File: src/core/rdm_pkg.sv
// Shared constants, types and decoders for the redriver mode controller
package rdm_pkg;
  // Timebase
  localparam int CLK_PERIOD_NS = 8;
  localparam int STRAP_HOLD_TIME_NS = 10000;
  localparam int STRAP_HOLD_CYCLES =
    (STRAP_HOLD_TIME_NS + CLK_PERIOD_NS - 1) / CLK_PERIOD_NS;
  localparam int PIN_DEBOUNCE_MS = 16;
  localparam int PIN_DEBOUNCE_CYCLES =
    (PIN_DEBOUNCE_MS * 1000000) / CLK_PERIOD_NS;
  localparam int RXDET_INTERVAL_MS = 12;
  localparam int RXDET_INTERVAL_CYCLES =
    (RXDET_INTERVAL_MS * 1000000) / CLK_PERIOD_NS;
  localparam int U1_IDLE_TIME_NS = 10000;
  localparam int U1_IDLE_CYCLES = U1_IDLE_TIME_NS / CLK_PERIOD_NS;
  localparam int CNT_W = 21;
  localparam int HOLD_W = 11;

  // Register byte offsets
  localparam logic [7:0] CTRL_OFFSET = 8'h00;
  localparam logic [7:0] LANE1_GAIN_OFFSET = 8'h04;
  localparam logic [7:0] LANE2_GAIN_OFFSET = 8'h08;
  localparam logic [7:0] HOST_GAIN_OFFSET = 8'h0c;
  localparam logic [7:0] STATUS_OFFSET = 8'h10;

  // Control register fields and reset values
  localparam int CTRL_SEL_LSB = 0;
  localparam int CTRL_FLIP_BIT = 2;
  localparam logic [1:0] CTL_POWER_DOWN = 2'h0;
  localparam logic [1:0] CTL_SUPERSPEED = 2'h1;
  localparam logic [1:0] CTRL_SEL_RESET = 2'h1;
  localparam logic CTRL_FLIP_RESET = 1'b0;
  localparam logic [3:0] GAIN_RESET = 4'h0;

  // Strap level codes
  localparam logic [1:0] LVL_TIED_LOW = 2'h0;

  // Bus responses
  localparam logic [1:0] RESP_OKAY = 2'h0;
  localparam logic [1:0] RESP_SLVERR = 2'h2;

  typedef enum logic [1:0] {
    RDM_DISC = 2'b00,
    RDM_U0 = 2'b01,
    RDM_U1 = 2'b10,
    RDM_U23 = 2'b11
  } rdm_link_e;

  typedef enum logic [1:0] {
    RDM_ROUTE_NONE = 2'b00,
    RDM_ROUTE_LANE1 = 2'b01,
    RDM_ROUTE_LANE2 = 2'b10
  } rdm_route_e;

  // Four-level strap comparator outputs, thermometer coded
  typedef struct packed {
    logic [2:0] ifSel;
    logic [2:0] dnGainHi;
    logic [2:0] dnGainLo;
    logic [2:0] upGainHi;
    logic [2:0] upGainLo;
  } rdm_straps_s;

  // Analog front-end observations
  typedef struct packed {
    logic farTermUp;
    logic farTermDn;
    logic elecIdle;
    logic lfps;
  } rdm_phy_s;

  // Thermometer to two-bit level code
  function automatic logic [1:0] levelCode(input logic [2:0] thermo);
    logic [1:0] sum;
    sum = {1'b0, thermo[0]} + {1'b0, thermo[1]} + {1'b0, thermo[2]};
    return sum;
  endfunction

  function automatic logic regMapped(input logic [7:0] addr);
    return addr == CTRL_OFFSET || addr == LANE1_GAIN_OFFSET ||
      addr == LANE2_GAIN_OFFSET || addr == HOST_GAIN_OFFSET ||
      addr == STATUS_OFFSET;
  endfunction
endpackage

File: src/core/rdm_mode_ctrl.sv
// Redriver mode, routing, equalization and link state controller
// How it works
// - Lowest interface strap level selects pin mode
// - Enable low powers down, no routing
// - Enable high runs; orientation picks flipped routing
// - Lane one unflipped, lane two flipped routing
// - Power-up defaults to SuperSpeed without pin action
// - Periodic signaling present disables equalization
// - Otherwise equalize from straps or registers
// - Straps latched once at reset release
// - Strap pulls released after hold time
// - Each strap resolves to four levels
// - Strap pairs give sixteen gains per path
// - Periodic receiver detect; termination once found
// - Track U0 to U3 from line conditions
// - Other interface levels select register mode
// - Register code 00 off, 01 on
// - Test, enable, orientation pins are debounced
// - Disconnect goes to U0 on both terminations
`timescale 1ns/1ns
module rdm_mode_ctrl #(
  parameter int unsigned DEBOUNCE_CYCLES = rdm_pkg::PIN_DEBOUNCE_CYCLES,
  parameter int unsigned RXDET_CYCLES = rdm_pkg::RXDET_INTERVAL_CYCLES
) (
  input wire logic clk,
  input wire logic resetn,
  input wire logic [7:0] s_axi_awaddr,
  input wire logic s_axi_awvalid,
  output logic s_axi_awready,
  input wire logic [31:0] s_axi_wdata,
  input wire logic [3:0] s_axi_wstrb,
  input wire logic s_axi_wvalid,
  output logic s_axi_wready,
  output logic [1:0] s_axi_bresp,
  output logic s_axi_bvalid,
  input wire logic s_axi_bready,
  input wire logic [7:0] s_axi_araddr,
  input wire logic s_axi_arvalid,
  output logic s_axi_arready,
  output logic [31:0] s_axi_rdata,
  output logic [1:0] s_axi_rresp,
  output logic s_axi_rvalid,
  input wire logic s_axi_rready,
  input wire logic factoryTestPin,
  input wire logic superspeedEnablePin,
  input wire logic orientationPin,
  input wire rdm_pkg::rdm_straps_s straps,
  input wire rdm_pkg::rdm_phy_s phy,
  output logic strapPullEn,
  output rdm_pkg::rdm_route_e routeSel,
  output logic powerDown,
  output logic rxTermEn,
  output logic rxDetectReq,
  output logic eqEnable,
  output logic [3:0] downstreamEq,
  output logic [3:0] upstreamEq,
  output rdm_pkg::rdm_link_e linkState
);
  logic [2:0] pinRaw;
  logic [2:0] pinDb;
  logic strapValid;
  logic [1:0] ifSelCode;
  logic [3:0] dnGainStrap;
  logic [3:0] upGainStrap;
  logic pullEn;
  logic regMode;
  logic enablePrev;
  logic defaultOn;
  logic active;
  logic flip;
  logic [1:0] controlSelect;
  logic orientationSelect;
  logic [3:0] lane1GainSelect;
  logic [3:0] lane2GainSelect;
  logic [3:0] hostSideGainSelect;
  logic [7:0] awAddr;
  logic [31:0] wData;
  logic [3:0] wStrb;
  logic writeNow;
  logic [31:0] statusWord;
  logic [rdm_pkg::CNT_W-1:0] rxdetCnt;
  logic [rdm_pkg::HOLD_W-1:0] idleCnt;
  logic bothTerm;
  logic detectPhase;
  rdm_pkg::rdm_link_e next_linkState;

  assign pinRaw = {factoryTestPin, superspeedEnablePin, orientationPin};

  // Pin debouncers
  for (genvar i = 0; i < 3; i++) begin : g_db
    rdm_debounce #(
      .COUNT(DEBOUNCE_CYCLES)
    ) u_db (
      .clk(clk),
      .resetn(resetn),
      .din(pinRaw[i]),
      .dout(pinDb[i])
    );
  end

  rdm_strap_latch u_straps (
    .clk(clk),
    .resetn(resetn),
    .straps(straps),
    .valid(strapValid),
    .ifSel(ifSelCode),
    .dnGain(dnGainStrap),
    .upGain(upGainStrap),
    .pullEn(pullEn)
  );

  // Mode selection from the latched interface strap
  assign regMode = strapValid &&
    ifSelCode != rdm_pkg::LVL_TIED_LOW;

  // Power-up default held until the enable pin falls
  always_ff @(posedge clk) begin
    if (!resetn) begin
      enablePrev <= 1'b0;
      defaultOn <= 1'b1;
    end else begin
      enablePrev <= pinDb[1];
      if (enablePrev && !pinDb[1]) begin
        defaultOn <= 1'b0;
      end
    end
  end

  // Operating configuration
  always_comb begin
    if (regMode) begin
      active = controlSelect == rdm_pkg::CTL_SUPERSPEED;
      flip = orientationSelect;
    end else begin
      active = pinDb[1] || defaultOn;
      flip = pinDb[0];
    end
  end

  // Lane multiplexer map
  always_ff @(posedge clk) begin
    if (!resetn) begin
      routeSel <= rdm_pkg::RDM_ROUTE_NONE;
      powerDown <= 1'b1;
    end else begin
      powerDown <= !active;
      if (!active) begin
        routeSel <= rdm_pkg::RDM_ROUTE_NONE;
      end else if (flip) begin
        routeSel <= rdm_pkg::RDM_ROUTE_LANE2;
      end else begin
        routeSel <= rdm_pkg::RDM_ROUTE_LANE1;
      end
    end
  end

  // Equalization source and suppression
  always_ff @(posedge clk) begin
    if (!resetn) begin
      eqEnable <= 1'b0;
      downstreamEq <= 4'h0;
      upstreamEq <= 4'h0;
      strapPullEn <= 1'b1;
    end else begin
      eqEnable <= active && !phy.lfps;
      strapPullEn <= pullEn;
      if (regMode) begin
        downstreamEq <= flip ? lane2GainSelect : lane1GainSelect;
        upstreamEq <= hostSideGainSelect;
      end else begin
        downstreamEq <= dnGainStrap;
        upstreamEq <= upGainStrap;
      end
    end
  end

  // Link power state tracking
  assign bothTerm = phy.farTermUp && phy.farTermDn;
  assign detectPhase = linkState == rdm_pkg::RDM_DISC ||
    linkState == rdm_pkg::RDM_U23;

  always_comb begin
    next_linkState = linkState;
    unique case (linkState)
      rdm_pkg::RDM_DISC: begin
        if (bothTerm) begin
          next_linkState = rdm_pkg::RDM_U0;
        end
      end
      rdm_pkg::RDM_U0: begin
        if (phy.elecIdle) begin
          next_linkState = rdm_pkg::RDM_U1;
        end
      end
      rdm_pkg::RDM_U1: begin
        if (!phy.elecIdle || phy.lfps) begin
          next_linkState = rdm_pkg::RDM_U0;
        end else if (idleCnt ==
                     rdm_pkg::HOLD_W'(rdm_pkg::U1_IDLE_CYCLES - 1)) begin
          next_linkState = rdm_pkg::RDM_U23;
        end
      end
      rdm_pkg::RDM_U23: begin
        if (!bothTerm) begin
          next_linkState = rdm_pkg::RDM_DISC;
        end else if (phy.lfps) begin
          next_linkState = rdm_pkg::RDM_U0;
        end
      end
    endcase
    if (!active) begin
      next_linkState = rdm_pkg::RDM_DISC;
    end
  end

  always_ff @(posedge clk) begin
    if (!resetn) begin
      linkState <= rdm_pkg::RDM_DISC;
      rxTermEn <= 1'b0;
    end else begin
      linkState <= next_linkState;
      rxTermEn <= next_linkState != rdm_pkg::RDM_DISC;
    end
  end

  // Idle dwell count in U1
  always_ff @(posedge clk) begin
    if (!resetn) begin
      idleCnt <= '0;
    end else if (linkState == rdm_pkg::RDM_U1 && next_linkState ==
                 rdm_pkg::RDM_U1) begin
      idleCnt <= idleCnt + 1'b1;
    end else begin
      idleCnt <= '0;
    end
  end

  // Periodic far-end receiver detection
  always_ff @(posedge clk) begin
    if (!resetn) begin
      rxdetCnt <= '0;
      rxDetectReq <= 1'b0;
    end else if (!detectPhase || !active) begin
      rxdetCnt <= '0;
      rxDetectReq <= 1'b0;
    end else if (rxdetCnt == rdm_pkg::CNT_W'(RXDET_CYCLES - 1)) begin
      rxdetCnt <= '0;
      rxDetectReq <= 1'b1;
    end else begin
      rxdetCnt <= rxdetCnt + 1'b1;
      rxDetectReq <= 1'b0;
    end
  end

  // Bus write channels
  assign writeNow = !s_axi_awready && !s_axi_wready && !s_axi_bvalid;

  always_ff @(posedge clk) begin
    if (!resetn) begin
      s_axi_awready <= 1'b1;
      s_axi_wready <= 1'b1;
      s_axi_bvalid <= 1'b0;
      s_axi_bresp <= rdm_pkg::RESP_OKAY;
      awAddr <= 8'h00;
      wData <= 32'h0000_0000;
      wStrb <= 4'h0;
    end else begin
      if (s_axi_awvalid && s_axi_awready) begin
        s_axi_awready <= 1'b0;
        awAddr <= s_axi_awaddr;
      end
      if (s_axi_wvalid && s_axi_wready) begin
        s_axi_wready <= 1'b0;
        wData <= s_axi_wdata;
        wStrb <= s_axi_wstrb;
      end
      if (writeNow) begin
        s_axi_bvalid <= 1'b1;
        s_axi_bresp <= rdm_pkg::regMapped(awAddr) ?
          rdm_pkg::RESP_OKAY : rdm_pkg::RESP_SLVERR;
      end else if (s_axi_bvalid && s_axi_bready) begin
        s_axi_bvalid <= 1'b0;
        s_axi_awready <= 1'b1;
        s_axi_wready <= 1'b1;
      end
    end
  end

  // Writable registers
  always_ff @(posedge clk) begin
    if (!resetn) begin
      controlSelect <= rdm_pkg::CTRL_SEL_RESET;
      orientationSelect <= rdm_pkg::CTRL_FLIP_RESET;
      lane1GainSelect <= rdm_pkg::GAIN_RESET;
      lane2GainSelect <= rdm_pkg::GAIN_RESET;
      hostSideGainSelect <= rdm_pkg::GAIN_RESET;
    end else if (writeNow && wStrb[0]) begin
      unique case (awAddr)
        rdm_pkg::CTRL_OFFSET: begin
          controlSelect <= wData[rdm_pkg::CTRL_SEL_LSB +: 2];
          orientationSelect <= wData[rdm_pkg::CTRL_FLIP_BIT];
        end
        rdm_pkg::LANE1_GAIN_OFFSET: lane1GainSelect <= wData[3:0];
        rdm_pkg::LANE2_GAIN_OFFSET: lane2GainSelect <= wData[3:0];
        rdm_pkg::HOST_GAIN_OFFSET: hostSideGainSelect <= wData[3:0];
        default: ;
      endcase
    end
  end

  // Status view
  assign statusWord = {16'h0000, upstreamEq, downstreamEq, strapPullEn,
    !regMode && pinDb[2], eqEnable, regMode, routeSel,
    linkState};

  // Bus read channel
  always_ff @(posedge clk) begin
    if (!resetn) begin
      s_axi_arready <= 1'b1;
      s_axi_rvalid <= 1'b0;
      s_axi_rdata <= 32'h0000_0000;
      s_axi_rresp <= rdm_pkg::RESP_OKAY;
    end else if (s_axi_arvalid && s_axi_arready) begin
      s_axi_arready <= 1'b0;
      s_axi_rvalid <= 1'b1;
      s_axi_rresp <= rdm_pkg::regMapped(s_axi_araddr) ?
        rdm_pkg::RESP_OKAY : rdm_pkg::RESP_SLVERR;
      unique case (s_axi_araddr)
        rdm_pkg::CTRL_OFFSET:
          s_axi_rdata <= {29'h0, orientationSelect, controlSelect};
        rdm_pkg::LANE1_GAIN_OFFSET: s_axi_rdata <= {28'h0, lane1GainSelect};
        rdm_pkg::LANE2_GAIN_OFFSET: s_axi_rdata <= {28'h0, lane2GainSelect};
        rdm_pkg::HOST_GAIN_OFFSET:
          s_axi_rdata <= {28'h0, hostSideGainSelect};
        rdm_pkg::STATUS_OFFSET: s_axi_rdata <= statusWord;
        default: s_axi_rdata <= 32'h0000_0000;
      endcase
    end else if (s_axi_rvalid && s_axi_rready) begin
      s_axi_rvalid <= 1'b0;
      s_axi_arready <= 1'b1;
    end
  end
endmodule // rdm_mode_ctrl

File: src/core/rdm_debounce.sv
// Level debouncer for one control pin
`timescale 1ns/1ns
module rdm_debounce #(
  parameter int unsigned COUNT = rdm_pkg::PIN_DEBOUNCE_CYCLES
) (
  input wire logic clk,
  input wire logic resetn,
  input wire logic din,
  output logic dout
);
  logic [rdm_pkg::CNT_W-1:0] stableCnt;

  always_ff @(posedge clk) begin
    if (!resetn) begin
      stableCnt <= '0;
      dout <= 1'b0;
    end else if (din == dout) begin
      stableCnt <= '0;
    end else if (stableCnt == rdm_pkg::CNT_W'(COUNT - 1)) begin
      stableCnt <= '0;
      dout <= din;
    end else begin
      stableCnt <= stableCnt + 1'b1;
    end
  end
endmodule // rdm_debounce

File: src/core/rdm_strap_latch.sv
// Four-level strap capture and pull resistor release
`timescale 1ns/1ns
module rdm_strap_latch (
  input wire logic clk,
  input wire logic resetn,
  input wire rdm_pkg::rdm_straps_s straps,
  output logic valid,
  output logic [1:0] ifSel,
  output logic [3:0] dnGain,
  output logic [3:0] upGain,
  output logic pullEn
);
  logic [rdm_pkg::HOLD_W-1:0] holdCnt;

  always_ff @(posedge clk) begin
    if (!resetn) begin
      valid <= 1'b0;
      ifSel <= 2'h0;
      dnGain <= 4'h0;
      upGain <= 4'h0;
    end else if (!valid) begin
      valid <= 1'b1;
      ifSel <= rdm_pkg::levelCode(straps.ifSel);
      dnGain <= {rdm_pkg::levelCode(straps.dnGainHi),
                 rdm_pkg::levelCode(straps.dnGainLo)};
      upGain <= {rdm_pkg::levelCode(straps.upGainHi),
                 rdm_pkg::levelCode(straps.upGainLo)};
    end
  end

  always_ff @(posedge clk) begin
    if (!resetn) begin
      holdCnt <= '0;
      pullEn <= 1'b1;
    end else if (valid && pullEn) begin
      if (holdCnt == rdm_pkg::HOLD_W'(rdm_pkg::STRAP_HOLD_CYCLES - 1)) begin
        pullEn <= 1'b0;
      end else begin
        holdCnt <= holdCnt + 1'b1;
      end
    end
  end
endmodule // rdm_strap_latch

File: config.mk
export PLATFORM = sky130hd
export DESIGN_NAME = rdm_mode_ctrl
export DESIGN_NICKNAME = d
export VERILOG_FILES = /design/src/core/rdm_pkg.sv /design/src/core/rdm_mode_ctrl.sv /design/src/core/rdm_debounce.sv /design/src/core/rdm_strap_latch.sv
export SDC_FILE = /design/constraint.sdc
export NUM_CORES = 1
export LEC_CHECK = 0
export CORE_MARGIN = 3
export CORE_UTILIZATION = 60
export CTS_CLUSTER_SIZE = 8
export DETAILED_ROUTE_END_ITERATION = 6
export DONT_BUFFER_PORTS = 1
export HOLD_SLACK_MARGIN = 0.03
export PLACE_DENSITY = 0.76
export SKIP_LAST_GASP = 1
export SYNTH_ARGS = -nofsm -noshare
export SYNTH_HDL_FRONTEND = slang
export SYNTH_SLANG_ARGS = --single-unit
File: constraint.sdc
create_clock -name clk -period 4.96 [get_ports clk]
set_input_delay 0.992 -clock clk [delete_from_list [all_inputs] [get_ports clk]]
set_output_delay 0.992 -clock clk [all_outputs]
set_load 0.02 [all_outputs]
== After elaboration in Yosys (flattened, before gate mapping) ==
Index checks and enable logic that the tools add are counted.
Cells by class
  add/subtract/negate cells: 16
  equality and inequality tests: 22
  muxes and demuxes: 31
  bitwise gates (word level): 5
  reduce and logical (&&, ||, !) cells: 59
Operators with widths (count)
  adder 21 x 1 -> 21 bit (second input constant): 4
  == test 21 bit (second input constant): 4
  case mux 16 bit (5 select lines): 1
  == test 8 x 4 -> 1 bit (second input constant): 4
  adder 11 x 1 -> 11 bit (second input constant): 2
  == test 11 bit (second input constant): 2
  AND reduction 2 bit: 11
  2-to-1 mux 2 bit: 10
  == test 8 x 3 -> 1 bit (second input constant): 2
  == test 8 x 5 -> 1 bit (second input constant): 2
  zero test 8 bit: 2
  2-to-1 mux 1 bit: 16
  logical AND 1 bit: 15
  logical OR 1 bit: 12
  2-to-1 mux 4 bit: 3
  OR reduction 3 bit: 4
  adder 1 x 1 -> 2 bit: 5
  adder 2 x 1 -> 2 bit: 5
  zero test 1 bit: 9
  case mux 2 bit (4 select lines): 1
  nonzero test 2 bit: 4
  == test 2 bit (second input constant): 3
  NOT 1 bit: 5
  == test 2 x 1 -> 1 bit (second input constant): 2
  3 further kinds: 5
Word-level totals
  bits in registers: 209
  bits of input ports: 81
  output and inout bits: 58
  logic and storage cells: 174

== Logic depth before layout (Yosys ltp) ==
Gate-level depths: netlist of run 1.
  depth in word-level cells: 8
  gate-level depth with buffers: 8
  depth with buffers taken out: 7

== Cells and area by module ==
From an unflattened synthesis of run 1, not the netlist that was laid out.
Unflattened totals
  cell total of the unflattened synthesis: 964
  area total of the unflattened synthesis: 8655.8 um^2
Modules (own cells, without submodules)
  rdm_mode_ctrl: times used 1, cells an instance 501, area an instance 4545.6 um^2, seq. area each 2042.0 um^2
  rdm_debounce: times used 3, cells an instance 117, area an instance 1007.2 um^2, seq. area each 440.4 um^2
  rdm_strap_latch: times used 1, cells an instance 112, area an instance 1088.5 um^2, seq. area each 460.4 um^2

== Worst setup path after synthesis of run 1 ==
OpenSTA, ideal clock, no wires.
  path type: in2reg
  from: input s_axi_araddr[5]
  to: register s_axi_rdata[10]
  library setup time: 0.065 ns
  arrival time: 2.371 ns
  data required time: 4.895 ns
  slack: 2.524 ns
  cell stages on the path: 6
  path buffers: 1
  cell sequence: or4_1 -> nor3_1 -> nor2b_1 -> clkbuf_1 -> a22oi_1 -> nor2_1
On the way
  word-level cells in the longest chain between the ends: 2
  elaborated cells on any way between the ends: 6
  those cells by class: eq/ne: 4; mux: 1; reduce/logical: 1
RTL lines
  start, declared: line rdm_mode_ctrl.sv:37  | input wire logic [7:0] s_axi_araddr,
  == test 8 x 5 -> 1 bit (tied with other cells): line rdm_mode_ctrl.sv:328  | unique case (s_axi_araddr)
  case mux 16 bit (5 select lines) *: line rdm_mode_ctrl.sv:328
  end signal, assigned: line rdm_mode_ctrl.sv:330  | s_axi_rdata <= {29'h0, orientationSelect, controlSelect};
  end signal, assigned: line rdm_mode_ctrl.sv:331  | rdm_pkg::LANE1_GAIN_OFFSET: s_axi_rdata <= {28'h0, lane1GainSelect};
  end signal, assigned: line rdm_mode_ctrl.sv:332  | rdm_pkg::LANE2_GAIN_OFFSET: s_axi_rdata <= {28'h0, lane2GainSelect};
  end, declared: line rdm_mode_ctrl.sv:40  | output logic [31:0] s_axi_rdata,
Mark *: on every way between the ends. The rest lies on a longest branch, timed or not.
A chain may end at the register's enable or synchronous reset.

== Worst setup path after layout of run 1 ==
  from: register u_straps.valid
  to: register idleCnt[9] (netlist name)
On the way
  word-level cells in the longest chain between the ends: 6
RTL lines
  start, declared: line rdm_strap_latch.sv:7  | output logic valid,
  start signal, assigned: line rdm_strap_latch.sv:17  | valid <= 1'b0;
  start signal, assigned: line rdm_strap_latch.sv:22  | valid <= 1'b1;
  logical AND 1 bit: line rdm_mode_ctrl.sv:113  | assign regMode = strapValid &&
  2-to-1 mux 1 bit: line rdm_mode_ctrl.sv:131  | if (regMode) begin
  2-to-1 mux 2 bit: line rdm_mode_ctrl.sv:211  | if (!active) begin
  == test 2 bit: line rdm_mode_ctrl.sv:230  | end else if (linkState == rdm_pkg::RDM_U1 && next_linkState ==
  logical AND 1 bit: line rdm_mode_ctrl.sv:230
  AND reduction 2 bit (no source line)
  end signal, assigned: line rdm_mode_ctrl.sv:232  | idleCnt <= idleCnt + 1'b1;
  end, declared: line rdm_mode_ctrl.sv:82  | logic [rdm_pkg::HOLD_W-1:0] idleCnt;
No other way between the ends.

==> flow_summary.ini, run 1 <==
[worst_setup_path]
end_kind = flip-flop
worst-setup-path-type = reg2reg
start_kind = flip-flop
cp_max_fo = 17
critPathRequiredTime_ps = 5320
worstPathArrival_ps = 3210
r2r_slack_ps = 2110

[pwr]
power_leakage_nw = 3.24
p_per_area_mw_per_mm2 = 375
vdd_ir_drop_max_uv = 281

[floorplanning]
die_y_um = 123
io_pins = 139
rows = 42
initial_core_util_pct = 61.7
fp.dieArea_sq_mm = 0.0152
dieWidth_um = 123
core_sq_mm = 0.0133

[status]
outcome = complete, no violations

[yosys]
synth_seq_cells = 191
netlist_instances = 925
yosysUniqueCellTypes = 52
synth_ff_type = dfxtp_1
synth_edf_count = 0
synth_seq_area_share_pct = 46.4
syn_avg_cell_area_sq_um = 8.90
synth.cell_area_sq_mm = 0.00823
async_reset_ff_share_pct = 0
yosys_warnings = 0

[routing]
drc = 0
viasPerCell = 5.55
drt_iter0_markers = 428
wire_per_inst_um = 14.6
drtPass1Iterations = 5
routed-via-count = 6096
wl_um = 16000
antenna_left = 0

[global_routing]
grt_overflow = 0
grt_start_max_net_pins = 48
antenna_found_initial = 0
grt_pass1_wl_um = 26200
grt_pass1_vias = 5390
grt.total_usage_pct = 21.9

[placed_design]
place_ws_ps = 1860
port_buffers = 0
place_hpwl_um = 11100
gp_congestion = 0.828

[timing]
setup_ws_ps = 2110
finalCritPeriodShare_pct = 57.5
hold_ws_ps = 457
setup_tns_ps = 0
setup_viol_count_final = 0
relSlewSlack_pct = 28.5
hold_viol = 0
fin_crit_ps = 2850
finClkSkew_ps = 9.12
slew_viol_final = 0
rsz0062_at_grt = no
timing.fmax_ghz = 0.351
worst_slew_pin_slew_ps = 1070

[clock_tree]
cts_root_buffer = clkbuf_16
h-tree-depth = 4
post_cts_buffers = 0
clk_latency_ps = 440
cts_sinks = 191
ctsHoldBuffers = 0
cts_resized = 0
numCtsBuffers = 17
clockBufferDepth = 2
cts_tree = built
clk_pin_slew_ps = 70

[final_layout]
antenna_cells = 0
nNetsFinal = 1008
layout-drive-gt1-share_pct = 5.09
syn2layout_area_growth_pct = 7.20
final_util_pct = 66.1

[run]
cap_violations = 0

[hold_path]
hold_path_class = reg2reg
[critical path, stage by stage (launching register included)]
cell and delay, ps:
dfxtp_1 840, o21a_1 630, mux2_2 510, a211oi_1 240
o211ai_1 350, nor2b_1 200
[cell usage after synthesis (all sizes together) (2+ instances only)]
library cell	count	area, sq um
and2	4	25.0
and4b	2	20.0
nand4	24	150
mux2	7	78.8
xor2	53	464
a31oi	2	12.5
or2	4	25.0
nor4bb	3	30.0
ha	12	150
nor2b	5	31.3
o21ai	19	95.1
or3	4	25.0
mux2i	30	300
nor2	164	616
or4b	2	20.0
nand2b	4	25.0
nor4b	6	52.6
a21oi	37	185
or4	8	63.8
a22oi	16	120
nor4	9	71.3
and4	7	61.3
fa	5	100
o311ai	2	17.5
clkbuf	25	93.8
inv	24	90.1
dfxtp	191	3820
xnor2	42	368
nor3	16	80.1
buf	27	188
nand2	70	263
nand3	60	300
a211oi	7	52.6
and3	19	119
nand3b	4	30.0
[cells in the final DEF (no fill, tap or decap), drive strengths merged, types with 18 or more instances in the layout]
master,n
nor2,164
and3,19
o21ai,19
mux2i,30
xor2,53
nand3,60
inv,26
conb,18
xnor2,42
clkbuf,19
nand2,70
a21oi,37
dfxtp,191
nand4,24
[where the power goes]
group,internal (mW),switching [mW],leakage (nW)
sequential,1.59,0.0934,1.55
combinational,0.101,0.190,1.40
clock,0.757,0.582,0.287
total,2.44,0.866,3.24
[metrics by stage]
step / power [mW] / area [sq um] / cells
finish: 3.31 / 8830 / 1099
global route: 3.45 / 8830 / 1099
CTS: 3.33 / 8830 / 1099
detailed placement: 2.00 / 8240 / 1067
global placement: 1.99 / 8240 / 1067
floorplan: 1.93 / 8300 / 942
[registers in the layout, summed over array words and instances, names as in the netlist, 2 cells and up]
name                 flops
g_db.u_db.dout           3
downstreamEq             4
u_straps.ifSel           2
lane2GainSelect          4
lane1GainSelect          4
wData                    4
awAddr                   8
u_straps.holdCnt        11
linkState                2
idleCnt                 11
controlSelect            2
routeSel                 2
g_db.u_db.stableCnt     63
u_straps.dnGain          4
rxdetCnt                21
u_straps.upGain          4
hostSideGainSelect       4
s_axi_rdata             16
upstreamEq               4
[path summary, 6_finish.rpt]
path | startpoint | to | cells past startpoint
max | u_straps.valid | idleCnt[9] | 5
min | awAddr[6] | awAddr[6] | 2
max reg2reg | u_straps.valid | idleCnt[9] | 5
min reg2reg | awAddr[6] | awAddr[6] | 2
[cell type report]
| type | instances | area, sq um |
|---|---|---|
| fill | 1098 | 4520 |
| inverter | 25 | 93.8 |
| multi-input combinational | 674 | 4100 |
| clock buffer | 19 | 443 |
| tap | 176 | 220 |
| clock inverter | 13 | 140 |
| timing repair buffer | 1 | 7.51 |
| sequential | 191 | 3820 |
[cell families (layout without fill, tap and decap cells)]
family / count (synthesis) / after routing / synth area share, %
simple gates: 416 / 416 / 24.5
fa+ha+maj: 17 / 17 / 3.04
buf+inv: 77 / 58 / 4.56
xor+xnor: 95 / 95 / 10.1
compound gates: 91 / 91 / 6.69
flops: 191 / 191 / 46.4
other cells: 1 / 18 / 0.0455
mux: 37 / 37 / 4.60
[layer usage]
| layer | wire, um | part of all wire (%) | GRT usage (%) |
|---|---|---|---|
| met1 | 7480 | 47 | 29.7 |
| met2 | 7280 | 45 | 33.4 |
| met3 | 1140 | 7.1 | 7.27 |
| met4 | 127 | 0.79 | 6.16 |
| met5 | 0 | 0 | 0 |
No activity file was read; power rests on OpenSTA's default activity.
==> run 2: changes to the inputs <==
- ABC_AREA: not set -> 1
- clock period: 4.96 -> 2.7 ns (I/O delays scaled with it)
==> flow_summary.ini, run 2 <==
[status]
outcome = complete, no violations

[global_routing]
grt.total_usage_pct = 22.6
grt_pass1_wl_um = 31100
grt_overflow = 0
grt_pass1_vias = 6960
antenna_found_initial = 2
grt_start_max_net_pins = 82

[timing]
rsz0062_at_grt = no
fin_crit_ps = 2080
setup_tns_ps = 0
finClkSkew_ps = 9.74
setup_viol_count_final = 0
setup_ws_ps = 624
worst_slew_pin_slew_ps = 699
slew_viol_final = 0
timing.fmax_ghz = 0.482
hold_viol = 0
finalCritPeriodShare_pct = 76.9
relSlewSlack_pct = 53.3

[pwr]
pwr-share-clk_pct = 40.2
vdd_ir_drop_max_uv = 462
seqPwrFrac_pct = 50.7
p_int_mw = 4.50
swShare_pct = 26.5
p_per_area_mw_per_mm2 = 637
power_leakage_nw = 3.45
p_sw_mw = 1.63
comb_power_share_pct = 9.2

[clock_tree]
cts_root_buffer = clkbuf_16
cts_resized = 0
post_cts_buffers = 0
cts_tree = built
h-tree-depth = 4
numCtsBuffers = 17
ctsHoldBuffers = 0
clk_pin_slew_ps = 70
clk_latency_ps = 430
clockBufferDepth = 2
cts_sinks = 191

[yosys]
yosysUniqueCellTypes = 45
post-synth-top-count-cell = nand2_1
synth_ff_type = dfxtp_1
synth.cell_area_sq_mm = 0.00898
synth_edf_count = 0
synth_top_area_share_pct = 42.6
ys_top_cells_by_count = 228 x nand2_1, 191 x dfxtp_1, 187 x nor2_1
netlist_instances = 1236
async_reset_ff_share_pct = 0
synth_area_leaders = dfxtp_1 43%, nand2_1 9.5%, nor2_1 7.8%
syn_avg_cell_area_sq_um = 7.26
synth_seq_area_share_pct = 42.6
synth_seq_cells = 191
synth_top_area_cell = dfxtp_1
yosys_warnings = 0

[placed_design]
gp_congestion = 0.892
place_ws_ps = 627
place_hpwl_um = 13200
port_buffers = 0

[hold_path]
min-delay-start = resetn
hold_depth = 0
holdPathEnd = u_straps.valid
hold_path_class = in2reg

[routing]
viasPerCell = 5.29
drtPass1Iterations = 5
antenna_left = 0
drc = 0
routed-via-count = 7558
wl_um = 18200
drt_iter0_markers = 425
wire_per_inst_um = 12.7

[worst_setup_path]
r2r-start = g_db[0].u_db.stableCnt[0]
r2r_slack_ps = 620
cp_max_fo = 12
r2r_end = g_db[0].u_db.stableCnt[12]
worstPathArrival_ps = 2380
start_kind = flip-flop
critPathRequiredTime_ps = 3010
end_kind = flip-flop
worst-setup-path-type = reg2reg
worst_r2r_path_depth = 9

[floorplanning]
dieWidth_um = 128
rows = 44
fp.dieArea_sq_mm = 0.0165
core_sq_mm = 0.0146
io_pins = 139
die_y_um = 128
initial_core_util_pct = 61.5

[final_layout]
nNetsFinal = 1330
final_util_pct = 65.9
final_cell_mix = 228 x nand2_1, 191 x dfxtp_1, 187 x nor2_1
largest_register = g_db.u_db.stableCnt
largest_register_ffs = 63
syn2layout_area_growth_pct = 7.07
largestRegisters = g_db.u_db.stableCnt x63, rxdetCnt x21, s_axi_rdata x16
layout-drive-gt1-share_pct = 6.75
final_common_cell = nand2_1

[run]
cap_violations = 0
run 2: worst max-delay path, cell delays in order, from the launching register on:
cell     delay (ps)
dfxtp_1         410
ha_1            190
nand2_1          80
nor2_2          180
inv_2            50
nor2_2          150
nand3_1         150
o21ai_2         400
buf_4           270
nor3_1           70
run 2: layout make-up:
cell class                 count  area, sq um
antenna                        1         2.50
inverter                     149          559
clock inverter                14          143
sequential                   191         3820
fill                        1302         4980
clock buffer                  18          439
multi-input combinational    869         4390
timing repair buffer           4         30.0
tap                          184          230
run 2: how the worst max path moves through the flow:
| stage | from | endpoint | slack [ps] |
|---|---|---|---|
| 3_3_place_gp | g_db[0].u_db.stableCnt[0] | g_db[0].u_db.stableCnt[12] | 650 |
| 5_1_grt | g_db[0].u_db.stableCnt[0] | g_db[0].u_db.stableCnt[12] | 380 |
| 3_5_place_dp | g_db[0].u_db.stableCnt[0] | g_db[0].u_db.stableCnt[12] | 630 |
| 4_1_cts | g_db[0].u_db.stableCnt[0] | g_db[0].u_db.stableCnt[12] | 600 |
| 2_1_floorplan | linkState[1] | idleCnt[2] | 1140 |
| 6_report | g_db[0].u_db.stableCnt[0] | g_db[0].u_db.stableCnt[12] | 620 |
run 2: routing by layer:
metal / wire (um) / vias up / track usage [%]
met1: 8440 / 3443 / 29.4
met2: 8490 / 140 / 37.3
li1: - / 3949 / -
met3: 1030 / 24 / 6.06
met4: 229 / 2 / 6.62
met5: 9 / - / 0
run 2: kinds of logic (layout without fill, tap and decap cells):
family,after synthesis,in the layout,share of synthesized area (%)
other,1,19,0.0418
XOR/XNOR,36,36,3.51
flip-flops,191,191,42.6
AND/OR/NAND/NOR,609,609,30.4
AO/OA/AOI/OAI,189,189,11.4
adder cells (fa/ha/maj),17,17,2.79
buffers and inverters,193,185,9.28
run 2: through the flow:
| step | power [mW] | cells | area, sq um | hold WS [ps] |
|---|---|---|---|---|
| after global routing | 6.40 | 1430 | 9610 | 119 |
| after floorplan | 3.63 | 1253 | 9040 | 418 |
| final | 6.12 | 1430 | 9610 | 144 |
| after CTS | 6.18 | 1429 | 9610 | 127 |
| after global placement | 3.71 | 1397 | 9030 | 428 |
| after detailed placement | 3.72 | 1397 | 9030 | 438 |
run 2: power by group through the flow:
stage          Clock (mW)  Combinational, mW  Sequential (mW)
3_3_place_gp            0              0.545             3.16
4_1_cts              2.51              0.567             3.10
5_1_grt              2.64              0.644             3.11
6_report             2.46              0.561             3.10
3_5_place_dp            0              0.558             3.16
2_1_floorplan           0              0.507             3.13
